<file path="src/shared/aims_pkg.sv">
/*
  Package of the converter input and reference selection block: register
  offset, field layout, decode codes and encodings.
  Assumes a single 40 MHz system clock and an 8-bit register port.
*/
package aims_pkg;
  localparam logic [7:0] AIMS_REG_ADDR      = 8'h07;
  localparam logic [7:0] AIMS_REG_RESET     = 8'h00;
  localparam int         AIMS_REF_HI        = 7;
  localparam int         AIMS_REF_LO        = 6;
  localparam int         AIMS_CODE_HI       = 5;
  localparam int         AIMS_CODE_LO       = 0;
  localparam int         AIMS_SWAP_BIT      = 5;
  localparam int         AIMS_GAIN_BIT      = 0;
  localparam logic [1:0] AIMS_REF_SUPPLY    = 2'h0;
  localparam logic [1:0] AIMS_REF_EXTERNAL  = 2'h1;
  localparam logic [1:0] AIMS_REF_INTERNAL  = 2'h2;
  localparam logic [1:0] AIMS_REF_TIED      = 2'h3;
  localparam logic [5:0] AIMS_CODE_TEMP     = 6'h22;
  localparam logic [5:0] AIMS_CODE_CAL0     = 6'h23;
  localparam logic [5:0] AIMS_CODE_CAL3_1X  = 6'h24;
  localparam logic [5:0] AIMS_CODE_CAL3_20X = 6'h25;
  localparam logic [5:0] AIMS_CODE_CAL7_1X  = 6'h26;
  localparam logic [5:0] AIMS_CODE_CAL7_20X = 6'h27;
  localparam logic [5:0] AIMS_CODE_SE_MAX   = 6'h07;
  localparam logic [5:0] AIMS_CODE_DIFF_MIN = 6'h08;
  localparam logic [5:0] AIMS_CODE_DIFF_MAX = 6'h1F;
  localparam logic [5:0] AIMS_CODE_SWAP_MIN = 6'h28;
  localparam logic [3:0] AIMS_IN_TEMP       = 4'h8;
  localparam logic [3:0] AIMS_IN_NONE       = 4'hF;

  typedef enum logic [2:0] {
    AIMS_MODE_SINGLE = 3'h1,
    AIMS_MODE_DIFF   = 3'h2,
    AIMS_MODE_NONE   = 3'h4
  } aims_mode_t;
endpackage

</file>
<file path="src/shared/aims_sel_if.sv">
/*
  Interface carrying the applied selection code from the register module
  to the decoder. Assumes both ends share one clock.
*/
`timescale 1ns/1ps
`default_nettype none
interface aims_sel_if;
  logic [7:0] applied;
  logic [3:0] pos_input;
  logic [3:0] neg_input;
  logic       gain_high;
  logic       temp_enable;
  logic [2:0] mode;
  modport ctrl (output applied, input pos_input, neg_input, gain_high,
                temp_enable, mode);
  modport dec  (input applied, output pos_input, neg_input, gain_high,
                temp_enable, mode);
endinterface
`default_nettype wire

</file>
<file path="src/verilog/aims_top.sv">
/*
  Input and reference selection of a 10-bit successive-approximation
  converter: one selection register, deferred application, decode.
  Assumes a converter core reporting busy and a one-cycle done pulse.
*/
// Our own choice: strobed register access.
//
// Overview of operation
// Temperature code routes and enables the sensor.
// Software picks internal reference for temperature.
// Software uses single conversion for temperature.
// Reference change waits for conversion done.
// Channel change waits for conversion done.
// Software waits settling after new differential pair.
// Same settling after a reference change.
// Decode reference bits: supply, external, internal.
// Code 11 ties internal reference to pin.
// Lowest code bit picks 1x or 20x.
// Highest code bit swaps differential polarity.
// Calibration codes tie one pin to both.
// Decode differential pairs from the code.
// Done flag marks result update; deferred apply.
// Codes 0 to 7 pick single inputs.
`timescale 1ns/1ps
`default_nettype none
module aims_top (
  input  wire logic       mclk_in,
  input  wire logic       rst_n_in,
  input  wire logic [7:0] addr_in,
  input  wire logic [7:0] wdata_in,
  input  wire logic       wr_in,
  input  wire logic       rd_in,
  input  wire logic       conv_busy_in,
  input  wire logic       conv_done_in,
  output logic      [7:0] rdata_out,
  output logic      [3:0] pos_input_out,
  output logic      [3:0] neg_input_out,
  output logic            gain_high_out,
  output logic            temp_enable_out,
  output logic            differential_out,
  output logic            ref_supply_out,
  output logic            ref_external_out,
  output logic            ref_internal_out,
  output logic            ref_to_pin_out,
  output logic            pending_out
);
  logic [7:0] input_reference_select_q;
  logic [7:0] applied_q;
  logic       pending_q;
  logic [1:0] ref_bits;
  logic       hit;
  aims_sel_if sel ();

  // ---------------------------------------------------------------
  // Register port
  // ---------------------------------------------------------------
  assign hit = (addr_in == aims_pkg::AIMS_REG_ADDR);

  always_ff @(posedge mclk_in or negedge rst_n_in)
  begin
    if (!rst_n_in)
      input_reference_select_q <= aims_pkg::AIMS_REG_RESET;
    else if (wr_in && hit)
      input_reference_select_q <= wdata_in;
  end

  // Unmapped addresses read as zero.
  always_ff @(posedge mclk_in or negedge rst_n_in)
  begin
    if (!rst_n_in)
      rdata_out <= 8'h00;
    else if (rd_in && hit)
      rdata_out <= input_reference_select_q;
    else
      rdata_out <= 8'h00;
  end

  // ---------------------------------------------------------------
  // Deferred application
  // ---------------------------------------------------------------
  // A done pulse applies the latest value; a write in that same cycle is
  // applied at once, since the conversion it would disturb has ended.
  always_ff @(posedge mclk_in or negedge rst_n_in)
  begin
    if (!rst_n_in)
      applied_q <= aims_pkg::AIMS_REG_RESET;
    else if (wr_in && hit && (!conv_busy_in || conv_done_in))
      applied_q <= wdata_in;
    else if (conv_done_in && pending_q)
      applied_q <= input_reference_select_q;
  end

  always_ff @(posedge mclk_in or negedge rst_n_in)
  begin
    if (!rst_n_in)
      pending_q <= 1'b0;
    else if (wr_in && hit && conv_busy_in && !conv_done_in)
      pending_q <= 1'b1;
    else if (conv_done_in || !conv_busy_in)
      pending_q <= 1'b0;
  end

  assign sel.applied = applied_q;

  aims_decode u_decode (
    .sel (sel)
  );

  // ---------------------------------------------------------------
  // Outputs
  // ---------------------------------------------------------------
  assign ref_bits = applied_q[aims_pkg::AIMS_REF_HI:aims_pkg::AIMS_REF_LO];

  always_ff @(posedge mclk_in or negedge rst_n_in)
  begin
    if (!rst_n_in)
    begin
      ref_supply_out   <= 1'b1;
      ref_external_out <= 1'b0;
      ref_internal_out <= 1'b0;
      ref_to_pin_out   <= 1'b0;
    end
    else
    begin
      ref_supply_out   <= (ref_bits == aims_pkg::AIMS_REF_SUPPLY);
      ref_external_out <= (ref_bits == aims_pkg::AIMS_REF_EXTERNAL);
      ref_internal_out <= (ref_bits == aims_pkg::AIMS_REF_INTERNAL) ||
                          (ref_bits == aims_pkg::AIMS_REF_TIED);
      ref_to_pin_out   <= (ref_bits == aims_pkg::AIMS_REF_TIED);
    end
  end

  always_ff @(posedge mclk_in or negedge rst_n_in)
  begin
    if (!rst_n_in)
    begin
      pos_input_out    <= 4'h0;
      neg_input_out    <= aims_pkg::AIMS_IN_NONE;
      gain_high_out    <= 1'b0;
      temp_enable_out  <= 1'b0;
      differential_out <= 1'b0;
      pending_out      <= 1'b0;
    end
    else
    begin
      pos_input_out    <= sel.pos_input;
      neg_input_out    <= sel.neg_input;
      gain_high_out    <= sel.gain_high &&
                          (sel.mode == aims_pkg::AIMS_MODE_DIFF);
      temp_enable_out  <= sel.temp_enable;
      differential_out <= (sel.mode == aims_pkg::AIMS_MODE_DIFF);
      pending_out      <= pending_q;
    end
  end
endmodule // aims_top
`default_nettype wire

</file>
<file path="src/verilog/aims_decode.sv">
/*
  Combinational decoder from the applied channel and gain code to the
  positive input, negative input, gain and sensor enable.
  Assumes the applied code only changes between conversions.
*/
`timescale 1ns/1ps
`default_nettype none
module aims_decode (
  aims_sel_if.dec sel
);
  logic [5:0] code;
  logic [5:0] base;
  logic [3:0] p;
  logic [3:0] n;
  assign code = sel.applied[aims_pkg::AIMS_CODE_HI:aims_pkg::AIMS_CODE_LO];
  assign sel.gain_high = code[aims_pkg::AIMS_GAIN_BIT];

  always_comb
  begin
    base = {1'b0, code[4:1], 1'b0};
    p = aims_pkg::AIMS_IN_NONE;
    n = aims_pkg::AIMS_IN_NONE;
    sel.mode = aims_pkg::AIMS_MODE_NONE;
    sel.temp_enable = 1'b0;
    if (code <= aims_pkg::AIMS_CODE_SE_MAX)
    begin
      p = code[3:0];
      sel.mode = aims_pkg::AIMS_MODE_SINGLE;
    end
    else if (code == aims_pkg::AIMS_CODE_TEMP)
    begin
      p = aims_pkg::AIMS_IN_TEMP;
      sel.temp_enable = 1'b1;
      sel.mode = aims_pkg::AIMS_MODE_SINGLE;
    end
    else if (code == aims_pkg::AIMS_CODE_CAL0)
    begin
      p = 4'h0;
      n = 4'h0;
      sel.mode = aims_pkg::AIMS_MODE_DIFF;
    end
    else if (code == aims_pkg::AIMS_CODE_CAL3_1X ||
             code == aims_pkg::AIMS_CODE_CAL3_20X)
    begin
      p = 4'h3;
      n = 4'h3;
      sel.mode = aims_pkg::AIMS_MODE_DIFF;
    end
    else if (code == aims_pkg::AIMS_CODE_CAL7_1X ||
             code == aims_pkg::AIMS_CODE_CAL7_20X)
    begin
      p = 4'h7;
      n = 4'h7;
      sel.mode = aims_pkg::AIMS_MODE_DIFF;
    end
    else if (code >= aims_pkg::AIMS_CODE_DIFF_MIN)
    begin
      sel.mode = aims_pkg::AIMS_MODE_DIFF;
      case (base[4:0])
        5'h08: begin p = 4'h0; n = 4'h1; end
        5'h0A: begin p = 4'h0; n = 4'h3; end
        5'h0C: begin p = 4'h1; n = 4'h2; end
        5'h0E: begin p = 4'h1; n = 4'h3; end
        5'h10: begin p = 4'h2; n = 4'h3; end
        5'h12: begin p = 4'h3; n = 4'h4; end
        5'h14: begin p = 4'h3; n = 4'h5; end
        5'h16: begin p = 4'h3; n = 4'h6; end
        5'h18: begin p = 4'h3; n = 4'h7; end
        5'h1A: begin p = 4'h4; n = 4'h5; end
        5'h1C: begin p = 4'h5; n = 4'h6; end
        5'h1E: begin p = 4'h6; n = 4'h7; end
        default: sel.mode = aims_pkg::AIMS_MODE_NONE;
      endcase
      // Codes 20 and 21 hex fall to the default and stay unconnected.
      if (code[aims_pkg::AIMS_SWAP_BIT])
      begin
        // The upper half repeats the lower pairs with the inputs exchanged.
        {p, n} = {n, p};
      end
    end
  end

  assign sel.pos_input = p;
  assign sel.neg_input = n;
endmodule // aims_decode
`default_nettype wire

</file>
<file path="config.mk">
export PLATFORM = sky130hd
export DESIGN_NAME = aims_top
export DESIGN_NICKNAME = d
export VERILOG_FILES = /design/src/shared/aims_pkg.sv /design/src/shared/aims_sel_if.sv /design/src/verilog/aims_top.sv /design/src/verilog/aims_decode.sv
export SDC_FILE = /design/constraint.sdc
export NUM_CORES = 1
export LEC_CHECK = 0
export BUFFER_PORTS_ARGS = -buffer_cell sky130_fd_sc_hd__buf_2
export CORE_MARGIN = 2
export CORE_UTILIZATION = 56
export CTS_CLUSTER_DIAMETER = 60
export DETAILED_ROUTE_END_ITERATION = 16
export GPL_ROUTABILITY_DRIVEN = 0
export MAX_ROUTING_LAYER = met4
export PLACE_DENSITY = 0.84
export SYNTH_ARGS = -nofsm -noshare
export SYNTH_HDL_FRONTEND = slang
export SYNTH_HIERARCHICAL = 1
export SYNTH_SLANG_ARGS = --single-unit
</file>
<file path="constraint.sdc">
create_clock -name mclk_in -period 2.2 [get_ports mclk_in]
set_input_delay 0.22 -clock mclk_in [delete_from_list [all_inputs] [get_ports mclk_in]]
set_output_delay 0.22 -clock mclk_in [all_outputs]
set_load 0.005 [all_outputs]
</file>
==> key figures, run 1 <==
Place
  – IO buf count: 45
  – Dpl hpwl: approximately 2500 µm
  – Placed cell areas: between 2000 and 2500 µm²

Power and ir drop
  – P_leak: 1.13 nW
  – Net Sw Power: about 0.00032 W
  – Total power per unit cell area: 592 nW/µm²
  – Comb pwr share: 0.096
  – Clock power share: 0.277
  – Int Pwr: 0.000974 W
  – Final Power: around 0.0013 W
  – Worst VDD drop: roughly 350 µV
  – Sw Ratio: 0.248
  – Seq pwr share: 0.627

Global route
  – First-pass GRT wire length: between 6000 and 7000 µm
  – Initial antenna violation count: 0
  – Largest net degree at the start of global routing: 42
  – GRT Residual Overflow: 0
  – Number of global-route vias before repair: 1,348
  – Total Routing Usage GR: 0.208

Detailed routing
  – Vias: approximately 1,300
  – # DRC: 0
  – Final wirelength: about 3400 µm
  – Initial DRC Count: 29
  – 1st-pass router iterations: 4
  – Antenna Nets Post-Route: 0
  – DR vias/cell: approximately 5.4
  – Avg WL per Cell: 14.0 µm

Synthesis
  – Synth async-reset ratio: 1.00
  – YS warnings: 6
  – Commonest cells post-synth: 36 x dfrtp_1, 25 x mux2_2, 10 x a21oi_1, 10 x and2_1, 7 x nor2b_1
  – Ys flop type: dfrtp_1
  – Syn_nets: 177
  – Yosys top cell area share: 0.474
  – Post-Synthesis Cells: 155
  – Syn Std Cell Area: about 1900 µm²
  – Register area share after synthesis: 0.543
  – Number of enable flip-flop cells after synthesis: 0
  – Leading area contributor after synthesis: dfrtp_1
  – Avg Cell Area, Syn: around 12 µm²
  – Count leader, synth: dfrtp_1
  – Cell variety after synth: between 40 and 50
  – Yosys reg bits: 41
  – Top cells by area, synth: dfrtp_1 47%, mux2_2 15%, dfstp_2 6.9%

Die
  – Site row count: 21
  – Initial core utilization: 0.578
  – IO Count: 46
  – Die Y: 62.2 µm
  – Placeable Area: about 3300 µm²
  – Die area: 3870 µm²
  – Die width: 62.2 µm

STA
  – FMAX: between 0.6 and 0.7 GHz
  – Worst slew pin tran: 0.852 ns
  – Relative slew slack: 0.432
  – Final hold viol count: 0
  – RSZ-0062 raised after global routing: false
  – Fin Clk Skew: approximately 0.0075 ns
  – Final setup viols: 0
  – Final critical-path required period: 1.61 ns
  – Fin. max-slew vios: 0
  – Final period utilization: 0.733
  – Total negative setup slack: 0 ns

Clock tree
  – TritonCTS clock tree: done
  – Clk sinks: 41
  – CTS Root Cell: clkbuf_4
  – CTS H-Tree Depth: 2
  – Clock-pin transition on the worst setup and hold timing paths: approximately 0.12 ns
  – Num CTS Buffers: 5
  – Later-pin clock latency in the skew report: 0.34 ns
  – Clk buf depth: 2

Critical path
  – Worst r2r src: applied_q[4]$_DFFE_PN0P_
  – CP Max Fanout: 18
  – RR Endpoint: neg_input_out[1]$_DFF_PN1_
  – Critical path startpoint: applied_q[4]$_DFFE_PN0P_
  – Worst endpoint required time: roughly 2.4 ns
  – Worst Setup Start Kind: flip-flop
  – Reg2Reg Depth: 4
  – Setup CP Type: reg2reg
  – CP endpoint kind: flip-flop
  – Critical path capture point: neg_input_out[1]$_DFF_PN1_
  – Worst Path Arrival: 1.85 ns
  – Flop-to-flop setup slack: 0.59 ns

Final layout
  – Area grow syn2layout: 15.2%
  – Antenna Cells: 0
  – Fraction of layout cells with a size suffix above 1: 0.467
  – Nets@finish: 220
  – Final Core Density: 0.666
  – Post-route cell area: roughly 2200 µm²

Job
  – Max Cap Viol: 0

Worst hold path
  – Hold Path Class: in2reg

Outcome
  – Outcome: complete, no violations
-- placed cells by master, fill, tap and decap left out, types with 2 or more instances in the layout --
cell type and instances:
o22ai_1 2, clkinvlp_4 2, nor2b_1 7, dfrtp_1 36
nand2_1 4, mux2_2 25, inv_1 3, a21oi_1 10
nor3b_1 3, dfstp_2 5, clkbuf_4 5, o21ai_0 4
a31oi_1 2, a21o_1 3, nor2_1 6, buf_2 45
nor3_1 3, and2_1 10
-- routing by layer --
layer	vias to the layer above	track usage	wire (µm)
li1	640	-	-
met1	644	0.242	1370
met4	0	0.100	44
met2	40	0.351	1830
met5	-	-	0
met3	6	0.0362	182
-- area by class of cell --
type,instances,area (µm²)
timing repair buffer,46,235
clock buffer,6,41.3
fill,245,1100
multi-input combinational,100,791
inverter,4,15.0
sequential,41,1030
tap,46,57.6
clock inverter,2,15.0
-- timing repair --
action / 4_1_cts / 5_1_grt
resized for setup: 0 / 0
hold buffers: 1 / 0
buffers inserted: 0 / 0
endpoints found under the hold margin: 32 / 0
-- power by group through the flow --
stage	logic [W]	registers, W	clock network, W
3_3_place_gp	0.000118	0.000824	0
5_1_grt	0.000139	0.000820	0.000405
6_report	0.000124	0.000813	0.000358
3_5_place_dp	0.000124	0.000827	0
2_1_floorplan	0.0000791	0.000813	0
4_1_cts	0.000125	0.000812	0.000380
-- how the worst min path moves through the flow --
stage | start | endpoint | slack, ns | depth (start not counted)
final | wdata_in[3] | applied_q[3]$_DFFE_PN0P_ | 0.12 | 2
after global routing | wdata_in[3] | input_reference_select_q[3]$_DFFE_PN0N_ | 0.10 | 2
after CTS | wdata_in[3] | input_reference_select_q[3]$_DFFE_PN0N_ | 0.1 | 2
after detailed placement | rst_n_in | ref_internal_out$_DFF_PN0_ | 0.38 | 1
after global placement | rst_n_in | ref_external_out$_DFF_PN0_ | 0.36 | 1
after floorplan | rst_n_in | applied_q[0]$_DFFE_PN0P_ | -0.08 | 0
-- critical path: stages, from the launching register on --
cell and delay, ns:
dfrtp_1 0.61, nor2b_1 0.27, a21oi_1 0.17, a21oi_1 0.06, a222oi_1 0.40
-- state kept, by name, indices dropped and copies added (netlist names) --
name                      cells
rdata_out                     8
ref_to_pin_out                1
pending_q                     1
input_reference_select_q      8
pos_input_out                 4
applied_q                     8
ref_external_out              1
differential_out              1
ref_internal_out              1
neg_input_out                 4
gain_high_out                 1
ref_supply_out                1
pending_out                   1
temp_enable_out               1
-- stage by stage --
stage / hold WS (ns) / instances / setup WS [ns]
floorplan: -0.0756 / 155 / 0.734
global placement: 0.362 / 236 / 0.698
detailed placement: 0.382 / 236 / 0.647
CTS: 0.0956 / 245 / 0.623
global route: 0.102 / 245 / 0.448
finish: 0.119 / 245 / 0.588
-- cell families (layout without fill, tap and decap cells) --
kind of cell | Yosys count | count (layout) | synth area share
buf+inv | 14 | 58 | 0.0402
simple gates | 45 | 45 | 0.157
flops | 41 | 41 | 0.543
compound gates | 29 | 29 | 0.107
mux | 25 | 25 | 0.148
xor+xnor | 1 | 1 | 0.00461
No activity file was read; power rests on OpenSTA's default activity.
==> run 2: changes to the inputs <==
CORE_UTILIZATION = 52   (was 56)
PLACE_DENSITY = 0.79   (was 0.84)
clock period = 1.6 ns   (was 2.2 ns; I/O delays follow)
==> run 2 against run 1 <==
  * Wire length rose by 6.9%
  * Hold slack got worse by 0.070 ns
  * Clock skew rose by 0.0040 ns
  * Sequential share of layout area fell by 1.5 points
  * Largest power group unchanged
  * Clock power rose by 78%
==> key figures, run 2 (synthesized netlist as in run 1, its figures left out) <==
Detailed routing
  – 1st-pass router iterations: 4
  – Avg WL per Cell: around 15 µm
  – # DRC: 0
  – Initial DRC Count: 57
  – Antenna Nets Post-Route: 0
  – Vias: ~1,400
  – Final wirelength: 3670 µm
  – DR vias/cell: about 5.4

Critical path
  – Worst Setup Start Kind: flip-flop
  – Largest delay share family, worst path: compound AO/OA/AOI/OAI gates
  – Critical Path Slowest Stage Cell: dfrtp_1
  – Worst Path Arrival: about 1.7 ns
  – Buf/Inv on CP: 0
  – CP endpoint kind: flip-flop
  – CP Max Fanout: 11
  – Setup CP Type: reg2reg
  – Worst endpoint required time: roughly 1.8 ns
  – Most used cell along the critical path: a21oi_1
  – Delay of the slowest cell on the worst path: approximately 0.52 ns
  – Crit path cell chain: nor2b_1, a21oi_1, a21oi_1, a222oi_1

Die
  – Initial core utilization: 0.556
  – Placeable Area: between 3000 and 4000 µm²
  – Die width: between 60 and 70 µm
  – Site row count: 21
  – IO Count: 46
  – Die area: slightly above 4000 µm²
  – Die Y: about 64 µm

Global route
  – Total Routing Usage GR: 0.203
  – Number of global-route vias before repair: 1,359
  – Initial antenna violation count: 0
  – Largest net degree at the start of global routing: 42
  – GRT Residual Overflow: 0
  – First-pass GRT wire length: between 6000 and 7000 µm

Power and ir drop
  – Final Power: 0.00194 W
  – P_leak: about 1.2 nW
  – Total power per unit cell area: 857 nW/µm²
  – Worst VDD drop: a little over 500 µV

Clock tree
  – Clk buf depth: 2
  – CTS Root Cell: clkbuf_4
  – Setup Fix Bufs, Post-CTS: 0
  – Clk sinks: 41
  – CTS H-Tree Depth: 2
  – Num CTS Buffers: 5
  – TritonCTS clock tree: done
  – Clock-pin transition on the worst setup and hold timing paths: roughly 0.12 ns
  – Later-pin clock latency in the skew report: approximately 0.35 ns

STA
  – Final period utilization: 0.915
  – Fin. max-slew vios: 0
  – Fin Clk Skew: roughly 0.011 ns
  – Relative slew slack: 0.672
  – Total negative setup slack: 0 ns
  – Final setup viols: 0
  – RSZ-0062 raised after global routing: false
  – Final critical-path required period: roughly 1.5 ns
  – Setup ws final: about 0.14 ns
  – FMAX: slightly below 0.7 GHz
  – Worst slew pin tran: 0.492 ns
  – Final hold viol count: 0

Place
  – Pre-CTS setup slack: 0.102 ns
  – IO buf count: 45
  – Dpl hpwl: ~2600 µm

Final layout
  – Final Core Density: 0.663
  – Nets@finish: between 200 and 250
  – Multi-input logic area: around 800 µm²
  – Area grow syn2layout: 19.3%
  – Biggest regs: applied_q x8, input_reference_select_q x8, rdata_out x8
  – Fraction of layout cells with a size suffix above 1: 0.500
  – Antenna Cells: 0
  – Register Area: roughly 1000 µm²
  – Filler instances: 282
  – Most frequent cells in the layout: 45 x buf_2, 34 x dfrtp_1, 25 x mux2_2
  – Most common cell after layout, fill and taps aside: buf_2

Worst hold path
  – Hold Path Class: in2reg

Job
  – Max Cap Viol: 0

Outcome
  – Outcome: complete, no violations
[run 2: changes by cell type in the layout (fill, tap and decap cells not counted), sizes merged]
cell,before,now
buf,45,53
clkinvlp,2,0
bufinv,0,1
clkbuf,6,5
clkinv,0,1
[run 2: where the power goes]
group	switching (W)	internal, W
registers	0.0000337	0.00108
logic	0.0000929	0.0000997
clock network	0.000319	0.000318
total	0.000446	0.00150
[run 2: per-stage QoR]
step                      cells  area [µm²]  hold WS [ns]
after floorplan             155        1900        -0.136
final                       252        2270        0.0497
after CTS                   252        2260        0.0463
after global placement      244        2180         0.233
after global routing        252        2270        0.0501
after detailed placement    244        2180         0.238
[run 2: layout make-up]
class | instances | area share
clock buffer | 5 | 0.0166
multi-input combinational | 100 | 0.349
inverter | 4 | 0.00663
sequential | 41 | 0.457
clock inverter | 2 | 0.0155
tap | 46 | 0.0254
timing repair buffer | 54 | 0.130
[run 2: worst register-to-register path: cells and delay by family (launching register included)]
kind	cells	cell delay (ns)
and+or+nand+nor	1	0.21
DFF	1	0.52
AOI/OAI and AO/OA	3	0.62
[run 2: path summary, 6_finish.rpt]
path,startpoint,endpoint,slack [ns],depth (start not counted)
setup reg to reg,applied_q[4]$_DFFE_PN0P_,neg_input_out[1]$_DFF_PN1_,0.14,4
hold reg to reg,pending_q$_DFFE_PN0P_,pending_out$_DFF_PN0_,0.41,0
max in group asynchronous,rst_n_in,neg_input_out[1]$_DFF_PN1_,0.85,3
min in group asynchronous,rst_n_in,applied_q[1]$_DFFE_PN0P_,0.38,3
hold / removal,wdata_in[1],applied_q[1]$_DFFE_PN0P_,0.05,2
setup / recovery,applied_q[4]$_DFFE_PN0P_,neg_input_out[1]$_DFF_PN1_,0.14,4
[run 2: timing repair]
item / in CTS / in global routing
hold endpoints to repair: 36 / 0
gates resized for setup: 0 / 2
setup endpoints to repair: 0 / 2
hold buffers: 1 / 0
[run 2: routing by layer]
metal  track usage  vias up  wire [µm]
met2         0.352       38       1870
met4        0.0559        0         29
met3        0.0521        4        195
met1         0.237      658       1570
li1              -      652          -
met5             -        -          0
==> run 3: changes to the inputs <==
CORE_UTILIZATION = 56   (was 52)
PLACE_DENSITY = 0.84   (was 0.79)
clock period = 1.88 ns   (was 1.6 ns; I/O delays follow)
==> run 3 against run 2 <==
  * Hold slack better by 0.026 ns
  * Critical endpoint unchanged
  * Largest cell class unchanged
  * Total power shrank 13%
  * Via count down 1.3%
  * Final area decreased by 1.2%
  * Wire length is 1.8% lower
  * Cell count decreased by 1.6%
  * Die area down 6.7%
  * Sequential power decreased by 15%
==> key figures, run 3 (synthesized netlist as in run 1, its figures left out) <==
Outcome
  – Outcome: complete, no violations

Final layout
  – Biggest regs: applied_q x8, input_reference_select_q x8, rdata_out x8
  – Most common cell after layout, fill and taps aside: buf_2
  – Fraction of layout cells with a size suffix above 1: 0.475
  – Nets@finish: 223
  – Most frequent cells in the layout: 45 x buf_2, 36 x dfrtp_1, 25 x mux2_2
  – Area grow syn2layout: 17.9%
  – Final Non-Filler Cells: around 250
  – Antenna Cells: 0

Die
  – IO Count: between 40 and 50
  – Die Y: roughly 62 µm
  – Initial core utilization: 0.578
  – Site row count: 21
  – Die area: between 3000 and 4000 µm²
  – Placeable Area: between 3000 and 4000 µm²
  – Die width: a little over 60 µm

STA
  – FMAX: between 0.6 and 0.7 GHz
  – Fin. max-slew vios: 0
  – Setup ws final: between 0.2 and 0.3 ns
  – Relative slew slack: 0.631
  – RSZ-0062 raised after global routing: false
  – Total negative setup slack: 0 ns
  – Final period utilization: 0.855
  – Final critical-path required period: between 1.5 and 2 ns
  – Final setup viols: 0
  – Worst slew pin tran: roughly 0.55 ns
  – Final hold viol count: 0
  – Fin Clk Skew: ~0.017 ns

Global route
  – GRT Residual Overflow: 0
  – Met3 usage: 0.0725
  – Met2 usage: 0.355
  – Largest net degree at the start of global routing: 21
  – Number of global-route vias before repair: 1,322
  – First-pass GRT wire length: roughly 6400 µm
  – Initial antenna violation count: 0
  – Most used routing layer: met2
  – Total Routing Usage GR: 0.221
  – GR Layer Usage met1: 0.263

Critical path
  – Most used cell along the critical path: a21oi_1
  – Flop-to-flop setup slack: about 0.27 ns
  – Worst endpoint required time: between 2 and 2.5 ns
  – Worst Path Arrival: between 1.5 and 2 ns
  – CP Max Fanout: 19
  – Setup CP Type: reg2reg
  – Delay of the slowest cell on the worst path: about 0.71 ns
  – Critical Path Slowest Stage Cell: dfrtp_1
  – Worst Setup Start Kind: flip-flop
  – Crit path cell chain: nor2_1, a21oi_1, a21oi_1, a222oi_1
  – CP endpoint kind: flip-flop

Clock tree
  – Later-pin clock latency in the skew report: approximately 0.36 ns
  – Number of gates resized after cts: 0
  – Num CTS Buffers: 5
  – CTS H-Tree Depth: 2
  – Clock-pin transition on the worst setup and hold timing paths: 0.12 ns
  – Clk buf depth: 2
  – Clk sinks: 41
  – CTS Root Cell: clkbuf_4
  – TritonCTS clock tree: done

Detailed routing
  – Antenna Nets Post-Route: 0
  – Avg WL per Cell: around 15 µm
  – Vias: approximately 1,300
  – Final wirelength: between 3000 and 4000 µm
  – 1st-pass router iterations: 4
  – # DRC: 0
  – Initial DRC Count: 25
  – DR vias/cell: between 5 and 6

Power and ir drop
  – Sw Ratio: 0.220
  – Seq pwr share: 0.562
  – P_leak: 1.17 nW
  – Comb pwr share: 0.091
  – Total power per unit cell area: approximately 750 nW/µm²
  – Clock power share: 0.347
  – Net Sw Power: 0.000371 W
  – Worst VDD drop: around 510 µV
  – Int Pwr: between 0.001 and 0.0015 W

Place
  – Pre-CTS setup slack: between 0.3 and 0.4 ns
  – Inst Count DP: ~240
  – Dpl hpwl: roughly 2700 µm
  – IO buf count: between 40 and 50

Worst hold path
  – Hold Path Class: in2reg

Job
  – Max Cap Viol: 0
run 3: timing repair:
action                                 CTS  global route
buffers inserted                         0             0
endpoints found under the hold margin   17             0
hold buffers                             1             0
run 3: power groups by stage:
stage	clock network, W	registers [W]	logic, W
after floorplan	0	0.000952	0.0000926
after global placement	0	0.000962	0.000145
after detailed placement	0	0.000965	0.000153
after CTS	0.000592	0.000948	0.000155
after global routing	0.000642	0.000955	0.000172
final	0.000585	0.000948	0.000154
run 3: worst paths after layout:
kind                                          startpoint                                      end  cells after the start
worst max-delay path            applied_q[2]$_DFFE_PN0P_               neg_input_out[1]$_DFF_PN1_                      4
worst min-delay path                         wdata_in[4]  input_reference_select_q[4]$_DFFE_PN0N_                      2
worst max register to register  applied_q[2]$_DFFE_PN0P_               neg_input_out[1]$_DFF_PN1_                      4
worst min register to register     pending_q$_DFFE_PN0P_                    pending_out$_DFF_PN0_                      0
max in group asynchronous                       rst_n_in               neg_input_out[1]$_DFF_PN1_                      3
min in group asynchronous                       rst_n_in                   rdata_out[4]$_DFF_PN0_                      2
run 3: critical path, delay by kind of cell (launching register included):
kind | cells | cell delay (ns)
DFF | 1 | 0.71
and+or+nand+nor | 1 | 0.12
AOI/OAI and AO/OA | 3 | 0.64
run 3: metrics by stage:
step                cell area [µm²]   util  power, W  hold WS, ns
global route                   2240  0.682   0.00177       0.0577
finish                         2240  0.682   0.00169       0.0757
CTS                            2240  0.682   0.00170       0.0707
floorplan                      1900      -   0.00104       -0.108
global placement               2140  0.653   0.00111        0.136
detailed placement             2140  0.653   0.00112        0.144
run 3: layer usage:
layer	wire length, µm	share of wire	up-vias
met4	57	0.016	0
li1	-	-	640
met2	1830	0.51	44
met3	237	0.066	7
met5	0	0	-
met1	1480	0.41	644
run 3: area by class of cell:
class                      count  area (µm²)
clock inverter                 1        30.0
fill                         256        1050
clock buffer                   7        55.1
tap                           46        57.6
multi-input combinational    100         791
inverter                       4        15.0
timing repair buffer          49         258
sequential                    41        1030
